<file path="src/rtl/uartsr_pkg.sv">
// package: register map, field layout, timing and shared helpers of the serial port
package uartsr_pkg;

  localparam int ADDR_W = 12;
  localparam logic [11:0] OFS_DATA = 12'h000;
  localparam logic [11:0] OFS_STAT = 12'h004;
  localparam logic [11:0] OFS_LINE = 12'h008;
  localparam logic [11:0] OFS_CTRL = 12'h00C;
  localparam logic [11:0] OFS_IDIV = 12'h010;
  localparam logic [11:0] OFS_FDIV = 12'h014;
  localparam logic [11:0] OFS_TRIG = 12'h018;
  localparam logic [11:0] OFS_MASK = 12'h01C;
  localparam logic [11:0] OFS_RAW = 12'h020;
  localparam logic [11:0] OFS_MIS = 12'h024;
  localparam logic [11:0] OFS_ICLR = 12'h028;
  localparam logic [11:0] OFS_DMAC = 12'h02C;
  localparam logic [11:0] OFS_LPDV = 12'h030;

  // control register fields
  localparam int CR_TXE = 0;
  localparam int CR_RXE = 1;
  localparam int CR_DTR = 2;
  localparam int CR_RTS = 3;
  localparam int CR_RTSEN = 4;
  localparam int CR_CTSEN = 5;
  localparam int CR_SIREN = 6;
  localparam int CR_SIRLP = 7;
  localparam int CR_CLKSEL = 8;
  localparam logic [8:0] CR_RST = 9'h003;

  // interrupt cause bits
  localparam int IR_TX = 0;
  localparam int IR_RX = 1;
  localparam int IR_RT = 2;
  localparam int IR_MS = 3;
  localparam int IR_FE = 4;
  localparam int IR_PE = 5;
  localparam int IR_BE = 6;
  localparam int IR_OE = 7;

  // status register fields
  localparam int ST_TXFE = 0;
  localparam int ST_TXFF = 1;
  localparam int ST_RXFE = 2;
  localparam int ST_RXFF = 3;
  localparam int ST_BUSY = 4;
  localparam int ST_MODEM = 5;

  localparam int DMA_RXE = 0;
  localparam int DMA_TXE = 1;
  localparam int TRIG_TX_LSB = 0;
  localparam int TRIG_RX_LSB = 3;
  localparam logic [5:0] TRIG_RST = 6'h12;
  localparam logic [15:0] IDIV_RST = 16'h0000;
  localparam logic [7:0] LPDV_RST = 8'h00;

  localparam int FIFO_DEPTH = 16;
  localparam logic [4:0] DEPTH_ON = 5'h10;
  localparam logic [4:0] DEPTH_OFF = 5'h01;

  // timing
  localparam longint SYS_CLK_HZ = 100_000_000;
  localparam longint REF_CLK_HZ = 48_000_000;
  localparam logic [15:0] REF_STEP = 16'((REF_CLK_HZ << 16) / SYS_CLK_HZ);
  localparam logic [3:0] TICK_LAST = 4'hF;
  localparam logic [3:0] TICK_MID = 4'h7;
  localparam logic [3:0] SIR_PULSE = 4'h3;
  localparam logic [1:0] SIR_LP_PULSE = 2'h3;
  localparam logic [4:0] SIR_STRETCH = 5'h10;
  localparam logic [9:0] RT_TICKS = 10'h200;

  typedef struct packed {
    logic brk;
    logic par_en;
    logic par_even;
    logic par_stick;
    logic stop2;
    logic fifo_en;
    logic [1:0] wlen;
  } uartsr_line_t;

  typedef struct packed {
    logic oe;
    logic be;
    logic pe;
    logic fe;
    logic [7:0] data;
  } uartsr_rxent_t;

  typedef enum logic [2:0] {
    S_IDLE = 3'h0,
    S_START = 3'h1,
    S_DATA = 3'h3,
    S_PAR = 3'h2,
    S_STOP = 3'h6
  } uartsr_state_t;

  // trigger level in entries for a 16-deep fifo
  function automatic logic [4:0] trig_level(input logic [2:0] sel);
    case (sel)
      3'h0: trig_level = 5'h02;
      3'h1: trig_level = 5'h04;
      3'h2: trig_level = 5'h08;
      3'h3: trig_level = 5'h0C;
      default: trig_level = 5'h0E;
    endcase
  endfunction : trig_level

  function automatic logic par_bit(input logic [7:0] d, input uartsr_line_t l);
    logic [7:0] m;
    logic x;
    m = d & (8'hFF >> (3'h3 - {1'b0, l.wlen}));
    x = ^m;
    par_bit = l.par_stick ? ~l.par_even : (l.par_even ? x : ~x);
  endfunction : par_bit

endpackage : uartsr_pkg

</file>
<file path="src/rtl/uartsr_top.sv">
// serial port with fifos, fractional baud generator, modem lines and infrared pulse codec
`timescale 1ns/1ns
module uartsr_top (
  input wire logic SYS_CLK_I,
  input wire logic NRST_I,
  input wire logic PSEL_I,
  input wire logic PENABLE_I,
  input wire logic PWRITE_I,
  input wire logic [11:0] PADDR_I,
  input wire logic [31:0] PWDATA_I,
  output logic PREADY_O,
  output logic [31:0] PRDATA_O,
  output logic PSLVERR_O,
  input wire logic [15:0] CLK_SYNTH_SETTING_I,
  input wire logic RXD_I,
  input wire logic SIR_IN_I,
  input wire logic CTS_N_I,
  input wire logic DCD_N_I,
  input wire logic DSR_N_I,
  input wire logic RI_N_I,
  output logic TXD_O,
  output logic SIR_OUT_O,
  output logic RTS_N_O,
  output logic DTR_N_O,
  output logic IRQ_O,
  output logic TX_DMA_REQ_O,
  output logic RX_DMA_REQ_O
);

  // configuration registers
  uartsr_pkg::uartsr_line_t line;
  logic [8:0] ctrl;
  logic [15:0] idiv;
  logic [5:0] fdiv;
  logic [5:0] trig;
  logic [7:0] imask;
  logic [7:3] sticky;
  logic [1:0] dmac;
  logic [7:0] lpdv;

  // input synchronisers: rxd, sir, cts, dcd, dsr, ri (pins active low except data)
  logic [5:0] sy1, sy2, sy3, pin;
  wire [5:0] pin_raw = {RI_N_I, DSR_N_I, DCD_N_I, CTS_N_I, SIR_IN_I, RXD_I};
  wire [5:0] pin_diff = sy2 ^ sy3;
  wire [5:0] next_pin = (sy2 & ~pin_diff) | (pin & pin_diff);
  always_ff @(posedge SYS_CLK_I or negedge NRST_I) begin
    if (!NRST_I) begin
      sy1 <= 6'h3D;
      sy2 <= 6'h3D;
      sy3 <= 6'h3D;
      pin <= 6'h3D;
    end else begin
      sy1 <= pin_raw;
      sy2 <= sy1;
      sy3 <= sy2;
      pin <= next_pin;
    end
  end
  wire cts_on = ~pin[2];
  wire [3:0] modem_now = ~pin[5:2];
  logic [3:0] modem_prev;

  // reference clock as a phase-accumulator enable; 48 MHz fixed or external step
  logic [15:0] ref_acc;
  logic ref_en;
  wire [15:0] ref_step = ctrl[uartsr_pkg::CR_CLKSEL] ? CLK_SYNTH_SETTING_I : uartsr_pkg::REF_STEP;
  wire [16:0] ref_sum = {1'b0, ref_acc} + {1'b0, ref_step};
  always_ff @(posedge SYS_CLK_I or negedge NRST_I) begin
    if (!NRST_I) begin
      ref_acc <= 16'h0000;
      ref_en <= 1'b0;
    end else begin
      ref_acc <= ref_sum[15:0];
      ref_en <= ref_sum[16];
    end
  end

  // 16x oversampling tick; fractional carry stretches a period by one reference cycle
  logic [15:0] bcnt;
  logic [5:0] facc;
  logic tick;
  wire [15:0] idiv_eff = (idiv == 16'h0000) ? 16'h0001 : idiv;
  wire [6:0] fsum = {1'b0, facc} + {1'b0, fdiv};
  always_ff @(posedge SYS_CLK_I or negedge NRST_I) begin
    if (!NRST_I) begin
      bcnt <= 16'h0000;
      facc <= 6'h00;
      tick <= 1'b0;
    end else begin
      tick <= ref_en && bcnt == 16'h0000;
      if (ref_en) begin
        if (bcnt == 16'h0000) begin
          facc <= fsum[5:0];
          bcnt <= idiv_eff - 16'h0001 + {15'h0000, fsum[6]};
        end else begin
          bcnt <= bcnt - 16'h0001;
        end
      end
    end
  end

  // apb decode; one wait-free access phase, read data captured in setup
  wire setup = PSEL_I && !PENABLE_I;
  wire done = PSEL_I && PENABLE_I && PREADY_O;
  wire wr = done && PWRITE_I;
  wire rd = done && !PWRITE_I;
  wire mapped = PADDR_I[1:0] == 2'h0 && PADDR_I <= uartsr_pkg::OFS_LPDV;
  wire hit_data = PADDR_I == uartsr_pkg::OFS_DATA;

  // fifos
  logic [7:0] tx_mem [uartsr_pkg::FIFO_DEPTH];
  logic [11:0] rx_mem [uartsr_pkg::FIFO_DEPTH];
  logic [3:0] tx_wp, tx_rp, rx_wp, rx_rp;
  logic [4:0] tx_cnt, rx_cnt;
  wire [4:0] depth = line.fifo_en ? uartsr_pkg::DEPTH_ON : uartsr_pkg::DEPTH_OFF;
  wire [4:0] tx_lvl = uartsr_pkg::trig_level(trig[uartsr_pkg::TRIG_TX_LSB +: 3]);
  wire [4:0] rx_lvl_raw = uartsr_pkg::trig_level(trig[uartsr_pkg::TRIG_RX_LSB +: 3]);
  wire [4:0] rx_lvl = line.fifo_en ? rx_lvl_raw : 5'h01;
  wire tx_push = wr && hit_data && tx_cnt < depth;
  wire rx_pop = rd && hit_data && rx_cnt != 5'h00;
  logic tx_pop, rx_push;
  uartsr_pkg::uartsr_rxent_t rx_ent;

  always_ff @(posedge SYS_CLK_I) begin
    if (tx_push) begin
      tx_mem[tx_wp] <= PWDATA_I[7:0];
    end
    if (rx_push) begin
      rx_mem[rx_wp] <= rx_ent;
    end
  end

  always_ff @(posedge SYS_CLK_I or negedge NRST_I) begin
    if (!NRST_I) begin
      tx_wp <= 4'h0;
      tx_rp <= 4'h0;
      tx_cnt <= 5'h00;
      rx_wp <= 4'h0;
      rx_rp <= 4'h0;
      rx_cnt <= 5'h00;
    end else begin
      tx_wp <= tx_wp + {3'h0, tx_push};
      tx_rp <= tx_rp + {3'h0, tx_pop};
      tx_cnt <= tx_cnt + {4'h0, tx_push} - {4'h0, tx_pop};
      rx_wp <= rx_wp + {3'h0, rx_push};
      rx_rp <= rx_rp + {3'h0, rx_pop};
      rx_cnt <= rx_cnt + {4'h0, rx_push} - {4'h0, rx_pop};
    end
  end

  // transmitter
  uartsr_pkg::uartsr_state_t tx_st;
  logic [3:0] tx_tk;
  logic [2:0] tx_bit;
  logic [7:0] tx_sh;
  logic tx_par, tx_line;
  wire [2:0] nbits_last = {1'b0, line.wlen} + 3'h4;
  wire tx_bit_end = tick && tx_tk == uartsr_pkg::TICK_LAST;
  wire tx_may_start = ctrl[uartsr_pkg::CR_TXE] && tx_cnt != 5'h00
    && (!ctrl[uartsr_pkg::CR_CTSEN] || cts_on);
  assign tx_pop = tx_st == uartsr_pkg::S_IDLE && tick && tx_may_start;

  always_ff @(posedge SYS_CLK_I or negedge NRST_I) begin
    if (!NRST_I) begin
      tx_st <= uartsr_pkg::S_IDLE;
      tx_tk <= 4'h0;
      tx_bit <= 3'h0;
      tx_sh <= 8'h00;
      tx_par <= 1'b0;
      tx_line <= 1'b1;
    end else begin
      if (tick && tx_st != uartsr_pkg::S_IDLE) begin
        tx_tk <= tx_tk + 4'h1;
      end
      case (tx_st)
        uartsr_pkg::S_IDLE: begin
          if (tx_pop) begin
            tx_sh <= tx_mem[tx_rp];
            tx_par <= uartsr_pkg::par_bit(tx_mem[tx_rp], line);
            tx_tk <= 4'h0;
            tx_line <= 1'b0;
            tx_st <= uartsr_pkg::S_START;
          end
        end
        uartsr_pkg::S_START: begin
          if (tx_bit_end) begin
            tx_line <= tx_sh[0];
            tx_sh <= {1'b0, tx_sh[7:1]};
            tx_bit <= 3'h0;
            tx_st <= uartsr_pkg::S_DATA;
          end
        end
        uartsr_pkg::S_DATA: begin
          if (tx_bit_end) begin
            tx_bit <= tx_bit + 3'h1;
            if (tx_bit != nbits_last) begin
              tx_line <= tx_sh[0];
              tx_sh <= {1'b0, tx_sh[7:1]};
            end else if (line.par_en) begin
              tx_line <= tx_par;
              tx_st <= uartsr_pkg::S_PAR;
            end else begin
              tx_line <= 1'b1;
              tx_bit <= 3'h0;
              tx_st <= uartsr_pkg::S_STOP;
            end
          end
        end
        uartsr_pkg::S_PAR: begin
          if (tx_bit_end) begin
            tx_line <= 1'b1;
            tx_bit <= 3'h0;
            tx_st <= uartsr_pkg::S_STOP;
          end
        end
        uartsr_pkg::S_STOP: begin
          if (tx_bit_end) begin
            tx_bit <= 3'h1;
            if (tx_bit != 3'h0 || !line.stop2) begin
              tx_st <= uartsr_pkg::S_IDLE;
            end
          end
        end
        default: tx_st <= uartsr_pkg::S_IDLE;
      endcase
    end
  end
  wire tx_active = tx_st != uartsr_pkg::S_IDLE;

  // infrared encoder; low-power pulse is three ticks of a divided reference
  logic [7:0] lp_cnt;
  logic [1:0] lp_run;
  wire lp_tick = ref_en && lp_cnt == 8'h00;
  wire zero_start = tick && tx_tk == 4'h0 && tx_active && !tx_line;
  wire sir_en = ctrl[uartsr_pkg::CR_SIREN];
  wire sir_lp = ctrl[uartsr_pkg::CR_SIRLP];
  wire pulse_norm = tx_active && !tx_line && tx_tk < uartsr_pkg::SIR_PULSE;
  wire sir_tx_pulse = sir_en && (sir_lp ? lp_run != 2'h0 : pulse_norm);
  always_ff @(posedge SYS_CLK_I or negedge NRST_I) begin
    if (!NRST_I) begin
      lp_cnt <= 8'h00;
      lp_run <= 2'h0;
    end else begin
      if (ref_en) begin
        lp_cnt <= (lp_cnt == 8'h00) ? lpdv - 8'h01 : lp_cnt - 8'h01;
      end
      if (zero_start) begin
        lp_run <= uartsr_pkg::SIR_LP_PULSE;
      end else if (lp_tick && lp_run != 2'h0) begin
        lp_run <= lp_run - 2'h1;
      end
    end
  end

  // infrared decoder; own transmission blanks the receiver (half duplex)
  logic [4:0] sir_hold;
  wire sir_seen = pin[1] && !tx_active;
  always_ff @(posedge SYS_CLK_I or negedge NRST_I) begin
    if (!NRST_I) begin
      sir_hold <= 5'h00;
    end else if (sir_seen) begin
      sir_hold <= uartsr_pkg::SIR_STRETCH;
    end else if (tick && sir_hold != 5'h00) begin
      sir_hold <= sir_hold - 5'h01;
    end
  end
  wire rx_line = sir_en ? sir_hold == 5'h00 : pin[0];

  // receiver
  uartsr_pkg::uartsr_state_t rx_st;
  logic [3:0] rx_tk;
  logic [2:0] rx_bit;
  logic [7:0] rx_sh;
  logic rx_pbit, rx_armed, oe_pend;
  wire rx_sample = tick && rx_tk == uartsr_pkg::TICK_LAST;
  wire [7:0] rx_data = rx_sh >> (3'h3 - {1'b0, line.wlen});
  wire rx_full = rx_cnt >= depth;
  assign rx_push = rx_st == uartsr_pkg::S_STOP && rx_sample && !rx_full;
  wire rx_drop = rx_st == uartsr_pkg::S_STOP && rx_sample && rx_full;
  wire ev_brk = !rx_line && rx_data == 8'h00 && !rx_pbit;
  wire ev_pe = line.par_en && rx_pbit != uartsr_pkg::par_bit(rx_data, line);
  assign rx_ent = '{oe: oe_pend, be: ev_brk, pe: ev_pe, fe: !rx_line, data: rx_data};

  always_ff @(posedge SYS_CLK_I or negedge NRST_I) begin
    if (!NRST_I) begin
      rx_st <= uartsr_pkg::S_IDLE;
      rx_tk <= 4'h0;
      rx_bit <= 3'h0;
      rx_sh <= 8'h00;
      rx_pbit <= 1'b0;
      rx_armed <= 1'b0;
      oe_pend <= 1'b0;
    end else begin
      if (tick && rx_st != uartsr_pkg::S_IDLE) begin
        rx_tk <= rx_tk + 4'h1;
      end
      if (rx_drop) begin
        oe_pend <= 1'b1;
      end else if (rx_push) begin
        oe_pend <= 1'b0;
      end
      case (rx_st)
        uartsr_pkg::S_IDLE: begin
          rx_armed <= rx_armed || rx_line;
          if (tick && rx_armed && !rx_line && ctrl[uartsr_pkg::CR_RXE]) begin
            rx_tk <= 4'h0;
            rx_armed <= 1'b0;
            rx_st <= uartsr_pkg::S_START;
          end
        end
        uartsr_pkg::S_START: begin
          if (tick && rx_tk == uartsr_pkg::TICK_MID) begin
            rx_tk <= 4'h0;
            rx_bit <= 3'h0;
            rx_pbit <= 1'b0;
            rx_st <= rx_line ? uartsr_pkg::S_IDLE : uartsr_pkg::S_DATA;
          end
        end
        uartsr_pkg::S_DATA: begin
          if (rx_sample) begin
            rx_sh <= {rx_line, rx_sh[7:1]};
            rx_bit <= rx_bit + 3'h1;
            if (rx_bit == nbits_last) begin
              rx_st <= line.par_en ? uartsr_pkg::S_PAR : uartsr_pkg::S_STOP;
            end
          end
        end
        uartsr_pkg::S_PAR: begin
          if (rx_sample) begin
            rx_pbit <= rx_line;
            rx_st <= uartsr_pkg::S_STOP;
          end
        end
        uartsr_pkg::S_STOP: begin
          if (rx_sample) begin
            rx_st <= uartsr_pkg::S_IDLE;
          end
        end
        default: rx_st <= uartsr_pkg::S_IDLE;
      endcase
    end
  end

  // receive timeout: idle oversampling ticks counted while data waits
  logic [9:0] rt_cnt;
  wire rt_hit = rt_cnt >= uartsr_pkg::RT_TICKS;
  wire rt_clr = rx_push || rx_pop || rx_cnt == 5'h00
    || (wr && PADDR_I == uartsr_pkg::OFS_ICLR && PWDATA_I[uartsr_pkg::IR_RT]);
  always_ff @(posedge SYS_CLK_I or negedge NRST_I) begin
    if (!NRST_I) begin
      rt_cnt <= 10'h000;
    end else if (rt_clr) begin
      rt_cnt <= 10'h000;
    end else if (tick && !rt_hit && rx_st == uartsr_pkg::S_IDLE) begin
      rt_cnt <= rt_cnt + 10'h001;
    end
  end

  // interrupt causes; for causes 7:3 a hardware set wins over a clear in the same cycle, for the timeout the clear wins
  wire tx_trig = line.fifo_en ? tx_cnt <= tx_lvl : tx_cnt == 5'h00;
  wire rx_trig = rx_cnt >= rx_lvl;
  wire [7:3] ev_set = {rx_drop, rx_push && ev_brk, rx_push && ev_pe,
    rx_push && !rx_line, modem_now != modem_prev};
  wire [7:3] ev_clr = (wr && PADDR_I == uartsr_pkg::OFS_ICLR) ? PWDATA_I[7:3] : 5'h00;
  wire [7:0] raw = {sticky, rt_hit, rx_trig, tx_trig};
  wire [7:0] masked = raw & imask;

  // register writes
  always_ff @(posedge SYS_CLK_I or negedge NRST_I) begin
    if (!NRST_I) begin
      line <= '0;
      ctrl <= uartsr_pkg::CR_RST;
      idiv <= uartsr_pkg::IDIV_RST;
      fdiv <= 6'h00;
      trig <= uartsr_pkg::TRIG_RST;
      imask <= 8'h00;
      dmac <= 2'h0;
      lpdv <= uartsr_pkg::LPDV_RST;
      sticky <= 5'h00;
      modem_prev <= 4'h0;
    end else begin
      modem_prev <= modem_now;
      sticky <= (sticky & ~ev_clr) | ev_set;
      if (wr) begin
        case (PADDR_I)
          uartsr_pkg::OFS_LINE: line <= PWDATA_I[7:0];
          uartsr_pkg::OFS_CTRL: ctrl <= PWDATA_I[8:0];
          uartsr_pkg::OFS_IDIV: idiv <= PWDATA_I[15:0];
          uartsr_pkg::OFS_FDIV: fdiv <= PWDATA_I[5:0];
          uartsr_pkg::OFS_TRIG: trig <= PWDATA_I[5:0];
          uartsr_pkg::OFS_MASK: imask <= PWDATA_I[7:0];
          uartsr_pkg::OFS_DMAC: dmac <= PWDATA_I[1:0];
          uartsr_pkg::OFS_LPDV: lpdv <= PWDATA_I[7:0];
          default: ;
        endcase
      end
    end
  end

  // read mux
  wire [31:0] rd_data_q = (rx_cnt != 5'h00) ? {20'h00000, rx_mem[rx_rp]} : 32'h00000000;
  wire [31:0] rd_stat = {23'h000000, modem_now, tx_active || tx_cnt != 5'h00,
    rx_full, rx_cnt == 5'h00, tx_cnt >= depth, tx_cnt == 5'h00};
  logic [31:0] rd_mux;
  always_comb begin
    case (PADDR_I)
      uartsr_pkg::OFS_DATA: rd_mux = rd_data_q;
      uartsr_pkg::OFS_STAT: rd_mux = rd_stat;
      uartsr_pkg::OFS_LINE: rd_mux = {24'h000000, line};
      uartsr_pkg::OFS_CTRL: rd_mux = {23'h000000, ctrl};
      uartsr_pkg::OFS_IDIV: rd_mux = {16'h0000, idiv};
      uartsr_pkg::OFS_FDIV: rd_mux = {26'h0000000, fdiv};
      uartsr_pkg::OFS_TRIG: rd_mux = {26'h0000000, trig};
      uartsr_pkg::OFS_MASK: rd_mux = {24'h000000, imask};
      uartsr_pkg::OFS_RAW: rd_mux = {24'h000000, raw};
      uartsr_pkg::OFS_MIS: rd_mux = {24'h000000, masked};
      uartsr_pkg::OFS_DMAC: rd_mux = {30'h00000000, dmac};
      uartsr_pkg::OFS_LPDV: rd_mux = {24'h000000, lpdv};
      default: rd_mux = 32'h00000000;
    endcase
  end

  // registered outputs
  always_ff @(posedge SYS_CLK_I or negedge NRST_I) begin
    if (!NRST_I) begin
      PREADY_O <= 1'b0;
      PRDATA_O <= 32'h00000000;
      PSLVERR_O <= 1'b0;
      TXD_O <= 1'b1;
      SIR_OUT_O <= 1'b0;
      RTS_N_O <= 1'b1;
      DTR_N_O <= 1'b1;
      IRQ_O <= 1'b0;
      TX_DMA_REQ_O <= 1'b0;
      RX_DMA_REQ_O <= 1'b0;
    end else begin
      PREADY_O <= setup;
      if (setup) begin
        PRDATA_O <= PWRITE_I ? 32'h00000000 : rd_mux;
        PSLVERR_O <= !mapped;
      end
      TXD_O <= !line.brk && (sir_en || tx_line);
      SIR_OUT_O <= sir_tx_pulse;
      RTS_N_O <= !(ctrl[uartsr_pkg::CR_RTS]
        && (!ctrl[uartsr_pkg::CR_RTSEN] || rx_cnt < rx_lvl));
      DTR_N_O <= !ctrl[uartsr_pkg::CR_DTR];
      IRQ_O <= |masked;
      TX_DMA_REQ_O <= dmac[uartsr_pkg::DMA_TXE] && tx_trig;
      RX_DMA_REQ_O <= dmac[uartsr_pkg::DMA_RXE] && (rx_trig || rt_hit);
    end
  end

endmodule : uartsr_top

</file>
<file path="config.mk">
export PLATFORM = sky130hd
export DESIGN_NAME = uartsr_top
export DESIGN_NICKNAME = d
export VERILOG_FILES = /design/src/rtl/uartsr_pkg.sv /design/src/rtl/uartsr_top.sv
export SDC_FILE = /design/constraint.sdc
export NUM_CORES = 1
export LEC_CHECK = 0
export BUFFER_PORTS_ARGS = -buffer_cell sky130_fd_sc_hd__buf_2
export CAP_MARGIN = 25
export CORE_ASPECT_RATIO = 0.5
export CORE_MARGIN = 2
export CORE_UTILIZATION = 55
export CTS_CLUSTER_DIAMETER = 30
export CTS_CLUSTER_SIZE = 16
export DETAILED_ROUTE_END_ITERATION = 12
export GPL_TIMING_DRIVEN = 0
export PLACE_DENSITY_LB_ADDON = 0.05
export SKIP_LAST_GASP = 1
export SLEW_MARGIN = 20
export SYNTH_ARGS = -nofsm -noshare
export SYNTH_HDL_FRONTEND = slang
export SYNTH_SLANG_ARGS = --single-unit
</file>
<file path="constraint.sdc">
create_clock -name SYS_CLK_I -period 3.85 [get_ports SYS_CLK_I]
set_input_delay 0.5775 -clock SYS_CLK_I [delete_from_list [all_inputs] [get_ports SYS_CLK_I]]
set_output_delay 0.5775 -clock SYS_CLK_I [all_outputs]
set_load 0.005 [all_outputs]
</file>
* Word level (Yosys, flattened, before mapping)
Memory sizes are Yosys's and may differ from the RTL's. Index checks and enable logic that the tools add are counted.
Storage, ports and cells: register bits after elaboration 269, RAM bits 320, input port bits 71, memories kept 2
Memories:
- rx_mem | words 16, width 12, rd ports 1, clocked after Yosys merged registers in 0, wr ports 1, line uartsr_top.sv:112 | logic [11:0] rx_mem [uartsr_pkg::FIFO_DEPTH];
- tx_mem | words 16, width 8, rd ports 1, clocked after Yosys merged registers in 0, wr ports 1, line uartsr_top.sv:111 | logic [7:0] tx_mem [uartsr_pkg::FIFO_DEPTH];
Cells by class: add/subtract/negate cells 24, order comparisons 9, equal/unequal tests 48, shift operators 2, multiplexer cells 80, bitwise gates (word level) 16, reductions and logical operators 127
Operators by type and width (number):
- $pmux 16 s12 | 1
- $mux 3 | 21
- $eq 12x6->1 const B | 5
- $logic_and 1x1->1 | 50
- $eq 12x5->1 const B | 4
- $mux 16 | 3
- $mux 8 | 5
- $logic_not 16->1 | 2
- $mux 32 | 1
- $pmux 4 s4 | 2
- $sub 16x1->16 const B | 2
- $pmux 3 s5 | 2
- $ne 2x2->1 const B | 14
- $mux 5 | 5
- $and 8x8->8 | 3
- $eq 12x4->1 const B | 2
- $eq 3x2->1 const B | 8
- $mux 4 | 6
- $pmux 8 s3 | 1
- $mux 1 | 22
- $reduce_and 2->1 | 11
- $mux 10 | 2
- $add 16x16->17 | 1
- $add 16x1->16 | 1
- 66 further kinds | 132

* Logic depth before layout (Yosys ltp)
word-level depth 11, mapped depth 17, gate-level depth less buffers 16

* Least setup slack after synthesis
Ideal clock, no wire load.
kind reg2reg, from register line[1] (netlist bit), to memory rx_mem[0][9] (data pin), data arrival time 3.331 ns, required time 3.503 ns, path slack 0.172 ns, stages on the path, launching flop included 11, buffers on the path 1, period minus slack after synthesis 3.678 ns, cell sequence dfrtp_1 clkbuf_1 mux2_2 or2_2 o21ai_0 ha_1 xor2_1 xnor2_1 xnor2_1 or3_1 a21boi_0
On the way: word-level cells in the longest chain between the ends 9, elaborated cells on any way between the ends 10, those cells by class 1 x add/sub; 1 x eq/ne; 2 x shift; 2 x mux; 2 x bitwise; 2 x reduce/logical
Ends and longest elaborated chain:
- start: declaration | line uartsr_top.sv:31 | uartsr_pkg::uartsr_line_t line;
- start signal: assignment | line uartsr_top.sv:386 | uartsr_pkg::OFS_LINE: line <= PWDATA_I[7:0];
- $sub 2x2->3 (*) | line uartsr_pkg.sv:112, uartsr_top.sv:276
- $shr 8x3->8 (on tied branches) | line uartsr_top.sv:276, uartsr_pkg.sv:112
- $and 8x8->8 (*) | line uartsr_pkg.sv:112 | m = d & (8'hFF >> (3'h3 - {1'b0, l.wlen}));
- $reduce_xor 8->1 (*) | line uartsr_pkg.sv:113 | x = ^m;
- $not 1->1 | line uartsr_pkg.sv:114 | par_bit = l.par_stick ? ~l.par_even : (l.par_even ? x : ~x);
- $mux 1 (*) (2 in a row) | line uartsr_pkg.sv:114
- $ne 1x1->1 (*) | line uartsr_top.sv:281 | wire ev_pe = line.par_en && rx_pbit != uartsr_pkg::par_bit(rx_data, line);
- $logic_and 1x1->1 (*) | line uartsr_top.sv:281
- named net ev_pe | line uartsr_top.sv:281
- end: declaration | line uartsr_top.sv:112
Mark *: on every way through the listed nets, which the timed path passes. The rest lies on a longest branch.

* Worst setup path in the final report
from register line[2] (netlist bit), to memory rx_mem[8][7] (enable)
On the way: word-level cells in the longest chain between the ends 6
Ends and longest elaborated chain:
- $mux 5 | line uartsr_top.sv:115 | wire [4:0] depth = line.fifo_en ? uartsr_pkg::DEPTH_ON : uartsr_pkg::DEPTH_OFF;
- $ge 5x5->1 | line uartsr_top.sv:277 | wire rx_full = rx_cnt >= depth;
- $logic_not 1->1 | line uartsr_top.sv:278 | assign rx_push = rx_st == uartsr_pkg::S_STOP && rx_sample && !rx_full;
- $logic_and 1x1->1 | line uartsr_top.sv:278
- $mux 1 | line uartsr_top.sv:128 | if (rx_push) begin
- $mux 1 (implied by the code) | line uartsr_top.sv:129 | rx_mem[rx_wp] <= rx_ent;
Every way passes these cells.

==> flow_summary_export.csv <==
group,metric,value,unit
worst_setup_path,slowest_stage,"nor2_2",
floorplan,fp.dieH,157,um
cts,root_buffer_selected_by_cts,"clkbuf_16",
finish,final_common_cell,"edfxtp_1",
drt,drt-total-wl,61600,um
cts,cts_tree,"done",
synthesis,ys_seq_elements,573,
drt,drc_errors,0,
cts,cts-root-to-sink-buffers,3,
finish,mostFrequentLayoutCells,"edfxtp_1 (320), dfrtp_1 (224), nor2_1 (127)",
sta,maxClockFrequency,273,MHz
global_route,vias_in_the_first_global_route,16000,
sta,worst_slew_margin_rel,0.280,
global_route,gr_overflow_total,0,
placement,io_buffer_count,79,
placement,dp_cells,2646,
cts,htreeDepth,3,
power_and_ir_drop,p_per_area,515,mW/mm^2
synthesis,postSynth.topFlopCell,"edfxtp_1",
worst_setup_path,crit_chain,"inv_1 > ha_1 > inv_1 > o2111ai_1 > a21oi_1 > nor2b_1 > clkbuf_2 > inv_1 > or3_1 > nor2_2",
worst_setup_path,critical_path.max_stage_delay,0.74,ns
floorplan,design.portCount,112,
worst_setup_path,required,4.07,ns
job,maxCapViolCount,0,
sta,max_slew.worst_pin.slew,1.07,ns
worst_setup_path,end_kind,"register",
global_route,grt_antenna_before_repair,0,
synthesis,synth.distinct_cells,81,
cts,path_clk_slew,0.06,ns
drt,detail_route.first_pass.iterations,6,
finish,drive_gt1_frac,0.228,
worst_hold_path,holdPathEnd,"sy1[2]",
cts,worstSkewPairLatency,0.62,ns
placement,detailedPlacementHpwl,42000,um
worst_setup_path,worst_setup_path_start_kind,"register",
sta,fin_worst_hold_slack,0.0580,ns
finish,layoutNonFillerInstCount,2790,
power_and_ir_drop,irDropWorstVdd,0.385,mV
cts,clock-sinks,573,
sta,report.final.hold_viol_count,0,
drt,via_per_inst,5.79,
synthesis,yosys_warnings,0,
drt,dr_wl_met3,3230,um
cts,post-cts-setup-buffers,0,
global_route,grt_usage,0.256,
worst_setup_path,timing_worst_setup_path_type,"register to register",
floorplan,die_width,311,um
synthesis,synth_enable_flop_cells,320,
global_route,grt_start_max_net_pins,89,
drt,detail_route.wirelength.met1,27800,um
drt,route.detailed.wl_per_inst,22.1,um
worst_hold_path,worstHoldPathType,"input port to register",
synthesis,post_synth_inst_count,1895,
placement,gp_congestion,0.879,
power_and_ir_drop,cellLeakagePower,11.5,nW
floorplan,fp.dieArea,0.0490,mm^2
worst_setup_path,regToRegSetupSlack,0.18,ns
worst_setup_path,crit-reg2reg-capture,"rx_mem[8][7]",
synthesis,synth-async-reset-ratio,0.442,
sta,setup_viol_count_final,0,
drt,first_iter_violations,1365,
floorplan,floorplan.initialDensity,0.555,
finish,diodes,0,
sta,final.period_utilization,0.952,
synthesis,synth.cell_area,0.0259,mm^2
drt,postRouteAntennaNets,0,
sta,final-max-slew-violation-count,0,
finish,final_net_count,2237,
worst_setup_path,critPathArrivalTime,3.88,ns
worst_setup_path,r2r_cells,10,
floorplan,rows,56,
floorplan,coreArea,0.0467,mm^2
worst_setup_path,path_common_cell,"inv_1",
sta,rsz0062_at_grt,"false",
outcome,run_status,"completed",
worst_setup_path,worstReg2RegStart,"line[2]",
drt,vias_after_detailed_routing,16200,
synthesis,synth_seq_area_share,0.617,
worst_setup_path,cp_max_fo,12,
sta,final.setup_skew,0.0319,ns
finish,syn_to_final_growth,16.3,%
finish,filler_cell_count,3509,
drt,top_layer_used,"met4",
drt,wl_met2,29100,um
worst_hold_path,hp-start,"CTS_N_I",
cts,cts_buffers,77,
worst_hold_path,worst_hold_path.num_cells,1,
global_route,grt_pass1_wl,94700,um
sta,post-route-min-period,3.67,ns
power_and_ir_drop,p_total,15.5,mW
synthesis,post_synth.cell_area_avg,13.7,um^2
## flip-flops by register name (all words and copies together) (netlist names), 9 cells and up, named ones only
signal,cells
tx_mem,128
rx_mem,192
PRDATA_O,16
rt_cnt,10
bcnt,16
ref_acc,16
idiv,16
ctrl,9
## cells in the mapped netlist, types with 11 or more instances
| cell | instances | share of area |
|---|---|---|
| mux4_2 | 63 | 0.055 |
| a221oi_1 | 27 | 0.0091 |
| nor2b_1 | 11 | 0.0027 |
| nand2_1 | 126 | 0.018 |
| nor4_1 | 14 | 0.0034 |
| edfxtp_1 | 320 | 0.37 |
| a22o_1 | 13 | 0.0044 |
| and2_1 | 11 | 0.0027 |
| o21ai_0 | 80 | 0.015 |
| mux2i_1 | 53 | 0.020 |
| mux2_2 | 76 | 0.033 |
| buf_4 | 18 | 0.0052 |
| dfrtp_1 | 225 | 0.22 |
| inv_1 | 83 | 0.012 |
| nand3_1 | 39 | 0.0075 |
| dfstp_2 | 28 | 0.028 |
| nor3_1 | 35 | 0.0068 |
| a21o_1 | 15 | 0.0043 |
| nor2_1 | 140 | 0.020 |
| nand2b_1 | 22 | 0.0053 |
| clkbuf_1 | 42 | 0.0061 |
| xnor2_1 | 45 | 0.015 |
| ha_1 | 74 | 0.036 |
| a21oi_1 | 79 | 0.015 |
| a31oi_1 | 17 | 0.0041 |
| xor2_1 | 37 | 0.013 |
| a22oi_1 | 30 | 0.0087 |
| buf_2 | 11 | 0.0021 |
| nand4_1 | 15 | 0.0036 |
## metal layers
layer  global-route usage  up-vias
li1                     -     7505
met1                0.354     8125
met2                0.416      423
met3               0.0502      103
met4               0.0778        0
met5                    0        -
## power by group
| part | total [mW] | internal (mW) | switching, mW | leakage (nW) |
|---|---|---|---|---|
| clock | 7.05 | 4.11 | 2.94 | 1.25 |
| combinational | 1.49 | 0.614 | 0.879 | 4.42 |
| sequential | 6.98 | 6.76 | 0.228 | 5.80 |
## layout make-up
| type | instances | area [um^2] | area share |
|---|---|---|---|
| flip-flops and latches | 573 | 16000 | 0.530 |
| multi-input cells | 1175 | 9360 | 0.311 |
| clock buffers | 91 | 2100 | 0.0699 |
| well taps | 638 | 798 | 0.0265 |
| repair buffers | 99 | 651 | 0.0216 |
| clock inverters | 52 | 483 | 0.0160 |
| plain buffers | 79 | 440 | 0.0146 |
| inverters | 83 | 312 | 0.0103 |
## through the flow
step	worst slack [ns]	setup TNS, ns	cell area, um^2	util
2_1_floorplan	0.172	0	26000	-
5_1_grt	0.00903	0	30100	0.646
3_5_place_dp	-0.481	-5.49	27500	0.589
4_1_cts	0.0158	0	30100	0.645
3_3_place_gp	-2.61	-736.83	27200	0.582
6_report	0.184	0	30100	0.646
## worst max-delay path by stage
stage	startpoint	end	slack (ns)	depth (start not counted)
after floorplan	line[1]	rx_mem[0][9]	0.17	10
after global placement	NRST_I	bcnt[10]	-2.61	1
after detailed placement	PADDR_I[8]	rx_cnt[4]	-0.48	17
after CTS	line[2]	rx_mem[8][4]	0.02	10
after global routing	PADDR_I[8]	rx_cnt[4]	0.009	17
final	line[2]	rx_mem[8][7]	0.18	10
## timing repair
action / 4_1_cts / 5_1_grt
gates resized for setup: 3 / 9
hold buffers: 1 / 0
endpoints found under the setup margin: 8 / 70
endpoints found under the hold margin: 3 / 0
## worst max-delay path: cells and delay by family (launching register included)
kind	cells	cell delay (ns)
flops	1	0.49
fa+ha+maj	1	0.31
compound gates	2	0.42
buf+inv	4	0.67
simple gates	3	1.39
## logic make-up (layout without fill, tap and decap cells)
group,count (synthesis),count (layout),synth area share
buf+inv,162,404,0.0288
fa+ha+maj,84,84,0.0411
flops,573,573,0.617
mux,196,196,0.112
simple gates,462,462,0.0846
xor+xnor,84,84,0.0292
compound gates,333,333,0.0873
other cells,1,16,0.000145
No activity file was read; power rests on OpenSTA's default activity.
